File: config.mk
export PLATFORM = sky130hd
export DESIGN_NAME = quad_prescaler_counter
export DESIGN_NICKNAME = d
export VERILOG_FILES = /design/src/include/qpc_pkg.sv /design/src/core/quad_prescaler_counter.sv
export VERILOG_INCLUDE_DIRS = /design/src /design/src/include
export SDC_FILE = /design/constraint.sdc
export NUM_CORES = 1
export LEC_CHECK = 0
export BUFFER_PORTS_ARGS = -buffer_cell sky130_fd_sc_hd__buf_4
export CAP_MARGIN = 10
export CORE_MARGIN = 2
export CORE_UTILIZATION = 50
export DETAILED_ROUTE_END_ITERATION = 10
export PLACE_DENSITY = 0.7
export SLEW_MARGIN = 25
export SYNTH_ARGS = -nofsm -noshare
export SYNTH_HDL_FRONTEND = slang
export SYNTH_SLANG_ARGS = --single-unit
File: constraint.sdc
create_clock -name CLK -period 5.9 [get_ports CLK]
set_clock_uncertainty 0.2 [all_clocks]
set_input_delay 0.295 -clock CLK [delete_from_list [all_inputs] [get_ports CLK]]
set_output_delay 0.295 -clock CLK [all_outputs]
set_load 0.01 [all_outputs]
File: src/include/qpc_params.svh
// Purpose: Register offsets, field positions and reset values of the quad prescaler counter.
// Assumes: APB with 32-bit data, one aligned word per register.
// Notes: Included by the package and by the counter core.
`ifndef QPC_PARAMS_SVH
`define QPC_PARAMS_SVH

// ==========================================================================
// Register byte offsets
`define QPC_OFS_STATUS 8'h00
`define QPC_OFS_DATA 8'h04
`define QPC_OFS_CONTROL 8'h08
`define QPC_OFS_IRQ_MASK 8'h0C
`define QPC_OFS_GENERIC 8'h10
`define QPC_OFS_ADDRESS 8'h14
`define QPC_OFS_CFG0 8'h20
`define QPC_OFS_CFG_STEP 8'h04
`define QPC_ADDR_W 8

// ==========================================================================
// Status register fields
`define QPC_ST_SEL_LO 0
`define QPC_ST_CLR_EN 2
`define QPC_ST_ICF 3
`define QPC_ST_OVF_LO 4

// ==========================================================================
// Control and configuration fields
`define QPC_CTL_DISABLE 0
`define QPC_CTL_FORCE 1
`define QPC_CFG_IRQ_EN 8
`define QPC_CFG_RST_OVF 9

// ==========================================================================
// Reset values
`define QPC_RST_COUNT 8'h00
`define QPC_RST_CFG 10'h080
`define QPC_RST_MASK 4'hF
`define QPC_NUM_CNT 4

`endif

File: src/include/qpc_pkg.sv
// Purpose: Types shared by the quad prescaler counter.
// Assumes: Constants come from qpc_params.svh.
// Notes: Holds types only.
`include "qpc_params.svh"

package qpc_pkg;
   // ==========================================================================
   // Types
   typedef logic [7:0] count_type;
   typedef logic [9:0] cfg_type;
   typedef logic [3:0] lane_type;
   typedef logic [`QPC_ADDR_W-1:0] addr_type;
   typedef logic [31:0] word_type;
   typedef enum logic [1:0] {
      SEL_CNT0 = 2'b00,
      SEL_CNT1 = 2'b01,
      SEL_CNT2 = 2'b10,
      SEL_CNT3 = 2'b11
   } counter_sel_type;
endpackage

File: src/core/quad_prescaler_counter.sv
// Purpose: Four 8-bit event counters with overflow detection, test gating and an APB register port.
// Assumes: 125 MHz CLK, APB master keeping the usual setup and access phases.
// Notes: Field inputs are asynchronous and pass a three-stage synchroniser.
//
// Register access over APB and the register addresses are this design's own decisions.
`timescale 1ns/1ns
`default_nettype none
`include "qpc_params.svh"

module quad_prescaler_counter #(
   parameter logic [7:0] GENERIC_CODE = 8'h5A, // Arbitrary value.
   parameter logic [7:0] MODULE_ADDR = 8'h21
) (
   input wire logic CLK,
   input wire logic ARST_N,
   input wire logic PSEL,
   input wire logic PENABLE,
   input wire logic PWRITE,
   input wire qpc_pkg::addr_type PADDR,
   input wire qpc_pkg::word_type PWDATA,
   output qpc_pkg::word_type PRDATA,
   output logic PREADY,
   output logic PSLVERR,
   input wire qpc_pkg::lane_type FIELD_IN,
   output logic IRQ
);
   import qpc_pkg::*;

   // ==========================================================================
   // Reset release
   logic rst_meta_reg;
   logic rst_n;

   always_ff @(posedge CLK or negedge ARST_N) begin
      if (!ARST_N) begin
         rst_meta_reg <= 1'b0;
         rst_n <= 1'b0;
      end else begin
         rst_meta_reg <= 1'b1;
         rst_n <= rst_meta_reg;
      end
   end

   // ==========================================================================
   // Helpers
   function automatic logic level_bit(input cfg_type cfg, input count_type value);
      level_bit = |(cfg[7:0] & value);
   endfunction

   // ==========================================================================
   // Bus decode
   logic [1:0] sel_reg;
   logic clr_en_reg;
   logic icf_reg;
   logic in_disable_reg;
   logic force_reg;
   lane_type mask_reg;
   lane_type ovf_reg;
   cfg_type cfg_reg [`QPC_NUM_CNT];
   count_type cnt_reg [`QPC_NUM_CNT];
   word_type prdata_reg;
   word_type rd_value;

   wire setup_rd = PSEL & ~PENABLE & ~PWRITE;
   wire acc_done = PSEL & PENABLE;
   wire wr_done = acc_done & PWRITE;
   wire rd_done = acc_done & ~PWRITE;
   wire hit_status = PADDR == `QPC_OFS_STATUS;
   wire hit_data = PADDR == `QPC_OFS_DATA;
   wire hit_control = PADDR == `QPC_OFS_CONTROL;
   wire hit_mask = PADDR == `QPC_OFS_IRQ_MASK;
   wire hit_generic = PADDR == `QPC_OFS_GENERIC;
   wire hit_address = PADDR == `QPC_OFS_ADDRESS;
   wire cfg_window = (PADDR >= `QPC_OFS_CFG0) && (PADDR[1:0] == 2'b00)
      && (PADDR < `QPC_OFS_CFG0 + `QPC_NUM_CNT * `QPC_OFS_CFG_STEP);
   wire [1:0] cfg_idx = PADDR[3:2];
   wire hit_any = hit_status | hit_data | hit_control | hit_mask | hit_generic | hit_address | cfg_window;
   wire hold = PSEL & ~PWRITE & hit_data;
   wire status_rd_done = rd_done & hit_status;
   wire data_rd_done = rd_done & hit_data;
   wire [7:0] status_value = {ovf_reg, icf_reg, clr_en_reg, sel_reg};

   assign PREADY = 1'b1;
   assign PSLVERR = acc_done & ~hit_any;
   assign PRDATA = prdata_reg;

   // Read multiplexer is sampled in the setup phase; the hold keeps the count frozen until the access ends.
   assign rd_value = hit_status ? {24'h00_0000, status_value} :
      hit_data ? {24'h00_0000, cnt_reg[sel_reg]} :
      hit_control ? {30'h0000_0000, force_reg, in_disable_reg} :
      hit_mask ? {28'h000_0000, mask_reg} :
      hit_generic ? {24'h00_0000, GENERIC_CODE} :
      hit_address ? {24'h00_0000, MODULE_ADDR} :
      cfg_window ? {22'h00_0000, cfg_reg[cfg_idx]} : 32'h0000_0000;

   always_ff @(posedge CLK or negedge rst_n) begin
      if (!rst_n) begin
         prdata_reg <= 32'h0000_0000;
      end else begin
         prdata_reg <= setup_rd ? rd_value : 32'h0000_0000;
      end
   end

   // ==========================================================================
   // Software registers
   always_ff @(posedge CLK or negedge rst_n) begin
      if (!rst_n) begin
         sel_reg <= 2'b00;
         clr_en_reg <= 1'b0;
         icf_reg <= 1'b0;
         in_disable_reg <= 1'b0;
         force_reg <= 1'b0;
         mask_reg <= `QPC_RST_MASK;
      end else begin
         if (wr_done && hit_status) begin
            sel_reg <= PWDATA[`QPC_ST_SEL_LO +: 2];
            clr_en_reg <= PWDATA[`QPC_ST_CLR_EN];
            icf_reg <= PWDATA[`QPC_ST_ICF];
         end else if (data_rd_done) begin
            clr_en_reg <= 1'b0;
         end
         if (wr_done && hit_control) begin
            in_disable_reg <= PWDATA[`QPC_CTL_DISABLE];
            force_reg <= PWDATA[`QPC_CTL_FORCE];
         end
         if (wr_done && hit_mask) begin
            mask_reg <= PWDATA[3:0];
         end
      end
   end

   // ==========================================================================
   // Field input synchroniser and gating
   lane_type sync1_reg;
   lane_type sync2_reg;
   lane_type sync3_reg;
   lane_type field_reg;
   lane_type gated_prev_reg;

   always_ff @(posedge CLK or negedge rst_n) begin
      if (!rst_n) begin
         sync1_reg <= 4'h0;
         sync2_reg <= 4'h0;
         sync3_reg <= 4'h0;
         field_reg <= 4'h0;
      end else begin
         sync1_reg <= FIELD_IN;
         sync2_reg <= sync1_reg;
         sync3_reg <= sync2_reg;
         field_reg <= (sync2_reg & sync3_reg) | (field_reg & (sync2_reg | sync3_reg));
      end
   end

   wire [3:0] gated = (field_reg & {4{~in_disable_reg}}) | {4{force_reg}};
   wire [3:0] evt = gated & ~gated_prev_reg;

   always_ff @(posedge CLK or negedge rst_n) begin
      if (!rst_n) begin
         gated_prev_reg <= 4'h0;
      end else begin
         gated_prev_reg <= gated;
      end
   end

   // ==========================================================================
   // Counters
   lane_type pend_reg;
   lane_type apply;
   lane_type ovf_hit;
   lane_type cfg_wr;

   for (genvar i = 0; i < `QPC_NUM_CNT; i++) begin : g_cnt
      count_type nxt;
      count_type cnt_next;
      wire clr = data_rd_done & clr_en_reg & (sel_reg == 2'(i));
      assign apply[i] = ~hold & (evt[i] | pend_reg[i]);
      assign nxt = cnt_reg[i] + 8'h01;
      assign ovf_hit[i] = apply[i] & level_bit(cfg_reg[i], cnt_reg[i]) & ~level_bit(cfg_reg[i], nxt);
      assign cfg_wr[i] = wr_done & cfg_window & (cfg_idx == 2'(i));
      assign cnt_next = clr ? `QPC_RST_COUNT :
         (ovf_hit[i] && cfg_reg[i][`QPC_CFG_RST_OVF]) ? `QPC_RST_COUNT :
         apply[i] ? nxt : cnt_reg[i];

      always_ff @(posedge CLK or negedge rst_n) begin
         if (!rst_n) begin
            cnt_reg[i] <= `QPC_RST_COUNT;
            cfg_reg[i] <= `QPC_RST_CFG;
            pend_reg[i] <= 1'b0;
         end else begin
            cnt_reg[i] <= cnt_next;
            pend_reg[i] <= hold ? (pend_reg[i] | evt[i]) : (pend_reg[i] & evt[i]);
            if (cfg_wr[i]) begin
               cfg_reg[i] <= PWDATA[9:0];
            end
         end
      end
   end

   // ==========================================================================
   // Overflow flags and interrupt
   wire [3:0] irq_en = {cfg_reg[3][`QPC_CFG_IRQ_EN], cfg_reg[2][`QPC_CFG_IRQ_EN],
      cfg_reg[1][`QPC_CFG_IRQ_EN], cfg_reg[0][`QPC_CFG_IRQ_EN]};
   wire ovf_clear = status_rd_done & icf_reg;

   always_ff @(posedge CLK or negedge rst_n) begin
      if (!rst_n) begin
         ovf_reg <= 4'h0;
      end else begin
         ovf_reg <= (ovf_clear ? 4'h0 : ovf_reg) | ovf_hit;
      end
   end

   assign IRQ = |(ovf_reg & irq_en & mask_reg);
endmodule // quad_prescaler_counter
`default_nettype wire

# --- Yosys cells after proc, flatten, opt, wreduce, memory -nomap -nowiden ---
# Cells that the tools add are included.
op_classes:
  order_cmp: 4
  n_addsub: 4
  bitwise_logic: 77
  n_reduce_logical: 27
  eq_ne: 11
  mux: 33
ops:
  columns: ["op", "count"]
  rows:
  - ["$mux W8", 14]
  - ["$mux W10", 10]
  - ["$and A8 B8 Y8", 8]
  - ["$reduce_or A8 Y1", 8]
  - ["$and A1 B1 Y1", 37]
  - ["$add A8 B1 Y8 const B", 4]
  - ["$and A4 B4 Y4", 6]
  - ["$bmux W10 S2", 1]
  - ["$bmux W8 S2", 1]
  - ["$eq A8 B4 Y1 const B", 2]
  - ["$eq A8 B5 Y1 const B", 2]
  - ["$or A4 B4 Y4", 4]
  - ["$reduce_bool A3 Y1", 4]
  - ["$or A1 B1 Y1", 10]
  - ["$logic_and A1 B1 Y1", 9]
  - ["$not A1 Y1", 9]
  - ["$eq A2 B2 Y1 const B", 4]
  - ["$eq A8 B3 Y1 const B", 1]
  - ["$ge A8 B6 Y1 const B", 1]
  - ["$logic_not A8 Y1", 1]
  - ["$lt A8 B6 Y1 const B", 1]
  - ["$ge A3 B3 Y1 const B", 2]
  - ["$logic_not A2 Y1", 3]
  - ["$mux W1", 6]
  - ["other kinds (6)", 8]
totals:
  output_inout_bits: 35
  wordCells: 183
  reg_bits: 122
  inputBits: 49

# --- Depth between registers and ports, before layout ---
# Gate-level depths: netlist of run 1.
logic_depth:
  ltp_word: 12
  ltp_mapped: 8
  mapped_depth_nobuf: 7

# --- Least setup slack after synthesis of run 1 ---
# Ideal clock, no wire load.
synth_path:
  kind: "register to register"
  from: "register cnt_reg[25] (netlist name)"
  to: "register cnt_reg[24] (netlist name)"
  required_ps: 5549
  path_stages_with_launch: 9
  slack_ps: 3671
  t_arrival_ps: 1879
  setup_ps: 151
  path_buffers: 1
  synth_period_minus_slack_ps: 2229
  path_cell_list: "dfrtp_1 > ha_1 > xor2_1 > a222oi_1 > o211ai_1 > a221oi_1 > and4_1 > clkbuf_1 > nor3_1"
synth_via:
  elab_chain_len: 8
  word_cells_on_any_way: 12
  classes_between: "1 x add/sub; 2 x mux; 5 x bitwise; 4 x reduce/logical"
synth_lines:
  columns: ["element", "line", "text"]
  rows:
  - ["start: declaration", "quad_prescaler_counter.sv:60", "count_type cnt_reg [`QPC_NUM_CNT];"]
  - ["start signal: indexed assignment", "quad_prescaler_counter.sv:186", "cnt_reg[i] <= `QPC_RST_COUNT;"]
  - ["start signal: indexed assignment", "quad_prescaler_counter.sv:190", "cnt_reg[i] <= cnt_next;"]
  - ["$add A8 B1 Y8", "quad_prescaler_counter.sv:177", "assign nxt = cnt_reg[i] + 8'h01;"]
  - ["$and A8 B8 Y8", "quad_prescaler_counter.sv:47", "level_bit = |(cfg[7:0] & value);"]
  - ["$reduce_or A8 Y1", "quad_prescaler_counter.sv:47", null]
  - ["$not A1 Y1", "quad_prescaler_counter.sv:178", "assign ovf_hit[i] = apply[i] & level_bit(cfg_reg[i], cnt_reg[i]) & ~level_bit(cfg_reg[i], nxt);"]
  - ["$and A1 B1 Y1 *", "quad_prescaler_counter.sv:178", null]
  - ["$logic_and A1 B1 Y1 *", "quad_prescaler_counter.sv:181", "(ovf_hit[i] && cfg_reg[i][`QPC_CFG_RST_OVF]) ? `QPC_RST_COUNT :"]
  - ["$mux W8", "quad_prescaler_counter.sv:181", null]
  - ["$mux W8", "quad_prescaler_counter.sv:180", "assign cnt_next = clr ? `QPC_RST_COUNT :"]
# Mark *: on every way between the ends. The rest lies on a longest branch, timed or not.
# A chain may end at the register's enable or synchronous reset.

# --- Worst setup path after layout of run 1 ---
layout_path:
  from: "input port PADDR[6]"
  to: "register cfg_reg[16] (netlist name)"
layout_via:
  elab_chain_len: 5
  word_cells_on_any_way: 6
  classes_between: "2 x order compare; 2 x bitwise; 2 x reduce/logical"
layout_lines:
  columns: ["element", "line", "text"]
  rows:
  - ["start: declaration", "quad_prescaler_counter.sv:19", "input wire qpc_pkg::addr_type PADDR,"]
  - ["$ge A8 B6 Y1 (no source line)", null, null]
  - ["$logic_and A1 B1 Y1", "quad_prescaler_counter.sv:74", "wire cfg_window = (PADDR >= `QPC_OFS_CFG0) && (PADDR[1:0] == 2'b00)"]
  - ["$logic_and A1 B1 Y1 *", "quad_prescaler_counter.sv:74", null]
  - ["$and A1 B1 Y1 * (2 in series)", "quad_prescaler_counter.sv:179", "assign cfg_wr[i] = wr_done & cfg_window & (cfg_idx == 2'(i));"]
  - ["end signal: indexed assignment", "quad_prescaler_counter.sv:187", "cfg_reg[i] <= `QPC_RST_CFG;"]
  - ["end signal: indexed assignment", "quad_prescaler_counter.sv:193", "cfg_reg[i] <= PWDATA[9:0];"]
  - ["end: declaration", "quad_prescaler_counter.sv:59", "cfg_type cfg_reg [`QPC_NUM_CNT];"]
# Marked as above.

==> results of run 1 <==
layer usage:
layer  wire length (um)  track usage
met1               6970        0.346
met4                597        0.109
met5                  0            0
met2               7820        0.382
met3               1320       0.0560
logic make-up (layout without fill, tap and decap cells):
family | count (synthesis) | count (layout) | share of synthesized area
adders and majority gates | 12 | 12 | 0.0197
other | 2 | 24 | 0.00114
xor gates and xnor gates | 48 | 48 | 0.0638
AOI/OAI and AO/OA | 82 | 82 | 0.0847
buffers and inverters | 67 | 106 | 0.0560
and+or+nand+nor | 203 | 203 | 0.169
DFF | 122 | 122 | 0.465
muxes | 66 | 66 | 0.141
per-stage QoR:
stage               power [mW]  setup WS (ns)   util
detailed placement        1.64           3.01  0.541
floorplan                 1.48           2.06      -
finish                    2.67           2.96  0.601
global route              2.80           2.84  0.601
global placement          1.62           3.04  0.541
CTS                       2.67           2.99  0.601
final cells by class:
class                      instances  area (sq um)
fill                            1060          5080
multi-input combinational        435          3240
sequential                       122          3070
timing repair buffer              58           480
clock buffer                      22           464
tap                              172           215
clock inverter                    10           118
inverter                          16          60.1
worst max-delay path: stages:
cell and delay, ns:
dlygate4sd3_1 0.54, buf_4 0.15, or4_4 0.47, nor2_4 0.24, nand2_1 0.16, nor3_2 0.77, mux2_2 0.42
Yosys cell counts (all sizes together), types with 5 or more instances:
cell type / instances
dfrtp: 114
nand2: 53
mux2: 45
nor3: 37
buf: 31
nor2: 31
xor2: 27
nand3: 23
xnor2: 21
clkbuf: 20
a22oi: 17
mux4: 17
o21ai: 17
a21oi: 16
inv: 16
nor2b: 11
nand4: 10
and3: 8
dfstp: 8
maj3: 8
and4: 7
nor3b: 6
nand2b: 5
o211ai: 5
power breakdown:
group          internal [mW]  switching [mW]
Combinational          0.236           0.224
Clock                  0.643           0.371
Sequential             0.949           0.242
Total                   1.83           0.837
layout by cell type, fill, tap and decap left out, types with 9 or more instances in the layout:
| master | n |
|---|---|
| o21ai_0 | 16 |
| xnor2_1 | 21 |
| mux2_2 | 45 |
| conb_1 | 24 |
| clkbuf_16 | 17 |
| dfrtp_1 | 113 |
| xor2_1 | 27 |
| nor2b_1 | 11 |
| a21oi_1 | 16 |
| nand3_1 | 23 |
| nand4_1 | 9 |
| dlygate4sd3_1 | 18 |
| nand2_1 | 52 |
| inv_1 | 16 |
| mux4_2 | 17 |
| nor2_1 | 29 |
| nor3_1 | 35 |
| a22oi_1 | 17 |
| buf_4 | 40 |
final timing paths:
path                           startpoint     endpoint  slack, ns
max in group asynchronous           rst_n  cnt_reg[28]       4.08
min reg2reg                  rst_meta_reg        rst_n       0.15
min                              PADDR[1]    PRDATA[1]       0.04
max                              PADDR[6]  cfg_reg[16]       2.96
min in group asynchronous           rst_n  cfg_reg[19]       0.26
max reg2reg                in_disable_reg  cnt_reg[15]       3.33
==> metrics.md, run 1 <==
| Metric | Value |
|---|---|
| Power Dens Cells | 349 mW/mm^2 |
| Min Hold Slack | 0.0386 ns |
| Gpl congestion | 0.964 |
| Core box area | 0.0127 sq mm |
| CTS root buffer | clkbuf_16 |
| Die height | 119 um |
| TritonRoute pass-1 iters | 5 |
| Post-placement cell area | 0.00688 sq mm |
| Final setup TNS | 0 ns |
| Sequential area share after synthesis | 0.465 |
| Mean number of vias per cell | 5.95 |
| Final Cycle Share | 0.498 |
| Final Hold Vio Count | 0 |
| Syn avg cell area | 10.9 sq um |
| Clk slew on worst S/H paths | 0.06 ns |
| #FFs+latches synth | 122 |
| Unique masters post-synth | 60 |
| Max Root-Sink Buffers | 2 |
| Critical path capture point type | flip-flop |
| Worst-Skew Late Latency | 0.41 ns |
| TritonCTS clock tree | built |
| Post-synth ARST share | 1.00 |
| Critical path peak fanout | 12 |
| Post-Syn Area | 0.00659 sq mm |
| Layout Nets | 703 |
| Slew HR | 0.343 |
| Max Freq | 340 MHz |
| Final instance area | 0.00765 sq mm |
| Final WL | 16700 um |
| WP data arrival | 3.04 ns |
| Grt ovf | 0 |
| Initial Util | 0.518 |
| MaxCap Viol Count | 0 |
| Worst hold path class | primary input to flip-flop |
| Post-route minimum period | 2.94 ns |
| Cell accounting for the most synthesized area | dfrtp_1 |
| # rows | 41 |
| Cells after DPL | 785 |
| Startpoint type of the worst setup path | primary input |
| I/O Pins | 84 |
| H-tree depth | 4 |
| Number of port buffers | 38 |
| R2R depth | 6 |
| Final Setup Violations | 0 |
| # diodes | 0 |
| Outcome | complete, no violations |
| # resized after CTS | 0 |
| Postcts setup bufs | 0 |
| YS warnings | 0 |
| Number of synthesized flops with an enable pin | 0 |
| Area share of the largest cell type after synthesis | 0.433 |
| Worst Hold Depth | 4 |
| Vias | 4967 |
| Req. time, crit path | 6.00 ns |
| Largest register FFs | 40 |
| Synth Instances | 602 |
| DP HPWL | 12200 um |
| Unrepaired setup endpoints after global routing | false |
| First-pass GRT wire length | 27000 um |
| Final ANT Viol Nets | 0 |
| Synth area leaders | dfrtp_1, mux2_2, mux4_2, xor2_1, dfstp_2 |
| Worst-margin pin slew | 0.980 ns |
| Pin count of the biggest net entering global routing | 71 |
| Initial antenna violation count | 0 |
| Die Span X | 119 um |
| # DRC | 0 |
| WL/cell | 20.0 um |
| Layout cell share with drive strength beyond 1 | 0.231 |
| Vias in the first global route | 4810 |
| Initial DRC count | 525 |
| Total track usage | 0.251 |
| Hold bufs inserted after CTS | 18 |
| Worst setup path class | primary input to flip-flop |
| Die area | 0.0141 sq mm |
| Non-Filler Instances | 835 |
| LEAKAGE | 3.34 nW |
| CTS Buf Count | 17 |
| Worst VDD drop | 0.237 mV |
| Most used DFF post-synth | dfrtp_1 |
| Synthesis-to-layout area growth | 16.0% |
| Clk sinks | 122 |
| Max Transition Viols Final | 0 |
(Power assumes the default switching activity.)
==> run 2: changes to the inputs <==
--- a/config.mk
+++ b/config.mk
@@ -6,6 +6,7 @@
 export SDC_FILE = /design/constraint.sdc
 export NUM_CORES = 1
 export LEC_CHECK = 0
+export ABC_AREA = 1
 export BUFFER_PORTS_ARGS = -buffer_cell sky130_fd_sc_hd__buf_4
 export CAP_MARGIN = 10
 export CORE_MARGIN = 2
==> constraint.sdc (replaced) <==
create_clock -name CLK -period 2.9 [get_ports CLK]
set_clock_uncertainty 0.2 [all_clocks]
set_input_delay 0.145 -clock CLK [delete_from_list [all_inputs] [get_ports CLK]]
set_output_delay 0.145 -clock CLK [all_outputs]
set_load 0.01 [all_outputs]
==> metrics.md, run 2 <==
| Metric | Value |
|---|---|
| Cell accounting for the most synthesized area | dfrtp_1 (unchanged) |
| Slew HR | 0.569 (was 0.343) |
| Critical path's slowest cell | dlygate4sd3_1 (was nor3_2) |
| WL/cell | 15.9 um (was 20.0 um) |
| DP HPWL | 13900 um (was 12200 um) |
| Total track usage | 0.278 (was 0.251) |
| # DRC | 0 (unchanged) |
| Vias in the first global route | 5897 (was 4810) |
| Postcts setup bufs | 0 (unchanged) |
| Pin count of the biggest net entering global routing | 44 (was 71) |
| Number of synthesized flops with an enable pin | 0 (unchanged) |
| Worst-Skew Late Latency | 0.43 ns (was 0.41 ns) |
| Clk network pwr share | 0.385 (was 0.381) |
| # rows | 42 (was 41) |
| Initial DRC count | 592 (was 525) |
| Number of port buffers | 38 (unchanged) |
| Sequential area share after synthesis | 0.450 (was 0.465) |
| Most used DFF post-synth | dfrtp_1 (unchanged) |
| Post-placement cell area | 0.00720 sq mm (was 0.00688 sq mm) |
| Commonest cells post-synth | nand2_1, dfrtp_1, inv_1 (was dfrtp_1, nand2_1, mux2_2) |
| Final setup TNS | 0 ns (unchanged) |
| Flop pwr share | 0.382 (was 0.447) |
| Unique masters post-synth | 36 (was 60) |
| Crit path top cell by count | nor3_4 |
| Mean number of vias per cell | 5.31 (was 5.95) |
| WP data arrival | 2.59 ns (was 3.04 ns) |
| First-pass GRT wire length | 31000 um (was 27000 um) |
| Logic pwr share | 0.233 (was 0.172) |
| Layout cell share with drive strength beyond 1 | 0.106 (was 0.231) |
| CP max stage delay | 0.55 ns (was 0.77 ns) |
| I/O Pins | 84 (unchanged) |
| Max Freq | 407 MHz |
| Core box area | 0.0132 sq mm (was 0.0127 sq mm) |
| CP top delay family | simple AND/OR/NAND/NOR gates (unchanged) |
| TritonCTS clock tree | built (unchanged) |
| Die area | 0.0146 sq mm (was 0.0141 sq mm) |
| Worst Path Buf+Inv | 4 (was 2) |
| Area share of the largest cell type after synthesis | 0.419 (was 0.433) |
| Most frequent cells in the layout | nand2_1, dfrtp_1, inv_1, nand3_1, nor2_1 (was dfrtp_1, nand2_1, mux2_2, buf_4, nor3_1) |
| Die Span X | 121 um (was 119 um) |
| Largest register FFs | 40 (unchanged) |
| Post-Syn Area | 0.00681 sq mm (was 0.00659 sq mm) |
| Final Cycle Share | 0.847 |
| Worst setup path class | primary input to flip-flop (unchanged) |
| Synth area leaders | dfrtp_1, nand2_1, nand3_1, inv_1, o21ai_0 (was dfrtp_1, mux2_2, mux4_2, xor2_1, dfstp_2) |
| Final Hold Vio Count | 0 (unchanged) |
| CTS root buffer | clkbuf_16 (unchanged) |
| Clk slew on worst S/H paths | 0.06 ns (about the same) |
| Final WL | 19000 um (was 16700 um) |
| #FFs+latches synth | 122 (unchanged) |
| Final Setup Violations | 0 (unchanged) |
| Internal cell power | 3.95 mW (was 1.83 mW) |
| LEAKAGE | 4.10 nW (was 3.34 nW) |
| YS warnings | 0 (unchanged) |
| Tot Pwr | 5.99 mW (was 2.67 mW) |
| Final instance area | 0.00808 sq mm (was 0.00765 sq mm) |
| MaxCap Viol Count | 0 (unchanged) |
| Synth Instances | 940 (was 602) |
| Worst VDD drop | 0.528 mV (was 0.237 mV) |
| Post-synth ARST share | 1.00 (unchanged) |
| # diodes | 0 (unchanged) |
| Crit-path cells | dlygate4sd3_1 > buf_4 > nor2_4 > inv_1 > nor3_4 > inv_2 > nor3_4 > nand2_1 > o21ai_0 (was dlygate4sd3_1 > buf_4 > or4_4 > nor2_4 > nand2_1 > nor3_2 > mux2_2) |
| # fillers | 1222 (was 1060) |
| Die height | 121 um (was 119 um) |
| Finished Core Util | 0.610 (was 0.601) |
| Max Transition Viols Final | 0 (unchanged) |
| Most common cell in the synthesized netlist | nand2_1 (was dfrtp_1) |
| Min Hold Slack | 0.0202 ns (was 0.0386 ns) |
| Critical path peak fanout | 20 (was 12) |
| Power Dens Cells | 742 mW/mm^2 (was 349 mW/mm^2) |
| Switch share | 0.341 (was 0.314) |
| Initial antenna violation count | 0 (unchanged) |
| Unrepaired setup endpoints after global routing | false (unchanged) |
| TritonRoute pass-1 iters | 5 (unchanged) |
| Sw power | 2.04 mW (was 0.837 mW) |
| Req. time, crit path | 3.03 ns (was 6.00 ns) |
| Final ANT Viol Nets | 0 (unchanged) |
| Post-route minimum period | 2.46 ns |
| Outcome | complete, no violations (unchanged) |
| Layout Nets | 1061 (was 703) |
| Worst hold path class | primary input to flip-flop (unchanged) |
| Grt ovf | 0 (unchanged) |
| Most common cell after layout, fill and taps aside | nand2_1 (was dfrtp_1) |
| Max Root-Sink Buffers | 2 (unchanged) |
| Critical path capture point type | flip-flop (unchanged) |
| Gpl congestion | 1.01 (was 0.964) |
| Vias | 6352 (was 4967) |
| Worst-margin pin slew | 0.644 ns (was 0.980 ns) |
| R2R setup slack | 0.50 ns (was 3.33 ns) |
| Initial Util | 0.514 (was 0.518) |
| Synthesis-to-layout area growth | 18.7% (was 16.0%) |
| H-tree depth | 4 (unchanged) |
| Clk sinks | 122 (unchanged) |
| Startpoint type of the worst setup path | primary input (unchanged) |
| CTS Buf Count | 17 (unchanged) |
| Syn avg cell area | 7.24 sq um (was 10.9 sq um) |
[run 2: power by group through the flow]
stage | Sequential (mW) | Clock [mW] | Combinational (mW)
floorplan | 2.19 | 0 | 1.08
global placement | 2.31 | 0 | 1.32
detailed placement | 2.30 | 0 | 1.35
CTS | 2.28 | 2.32 | 1.38
global route | 2.33 | 2.40 | 1.61
finish | 2.29 | 2.31 | 1.40
[run 2: final cells by class]
class | count | area (sq um) | area share
Multi-Input combinational cell | 690 | 3130 | 0.388
Timing Repair Buffer | 71 | 618 | 0.0765
Clock inverter | 13 | 191 | 0.0237
Tap cell | 176 | 220 | 0.0273
Clock buffer | 19 | 453 | 0.0561
Sequential cell | 122 | 3070 | 0.380
Inverter | 106 | 398 | 0.0492
[run 2: routing by layer]
layer / wire [um] / GRT usage / share of wire
met1: 8220 / 0.381 / 0.43
met2: 8750 / 0.435 / 0.46
met3: 1590 / 0.0693 / 0.084
met4: 442 / 0.0916 / 0.023
met5: 0 / 0 / 0
[run 2: cell families after synthesis]
family	synth area share
other cells	0.00110
simple gates	0.326
xor+xnor	0.00129
buf+inv	0.102
compound gates	0.107
flops	0.450
fa+ha+maj	0.0132
[run 2: worst reg2reg max path, delay by kind of cell, from the launching register on]
family / cells / cell delay (ns)
simple gates: 6 / 1.35
flops: 1 / 0.45
buf+inv: 1 / 0.05
compound gates: 1 / 0.24
[run 2: through the flow]
| step | instances | worst slack (ns) |
|---|---|---|
| after floorplan | 962 | 0.673 |
| final | 1197 | 0.443 |
| after detailed placement | 1141 | 0.558 |
| after global placement | 1141 | 0.610 |
| after CTS | 1197 | 0.524 |
| after global routing | 1197 | 0.266 |
[run 2: what timing repair did]
action,in CTS,in global routing
resized for setup,0,0
hold endpoints to repair,58,0
hold buffers,24,0
[run 2: path summary, 6_finish.rpt]
kind	startpoint	to	depth (start not counted)
worst min register to register	rst_n	cnt_reg[18]	0
min in group asynchronous	rst_n	cnt_reg[18]	0
worst max-delay path	PADDR[6]	cfg_reg[6]	9
worst max register to register	in_disable_reg	cnt_reg[28]	8
max in group asynchronous	rst_n	cfg_reg[7]	1
worst min-delay path	PADDR[5]	PRDATA[5]	4
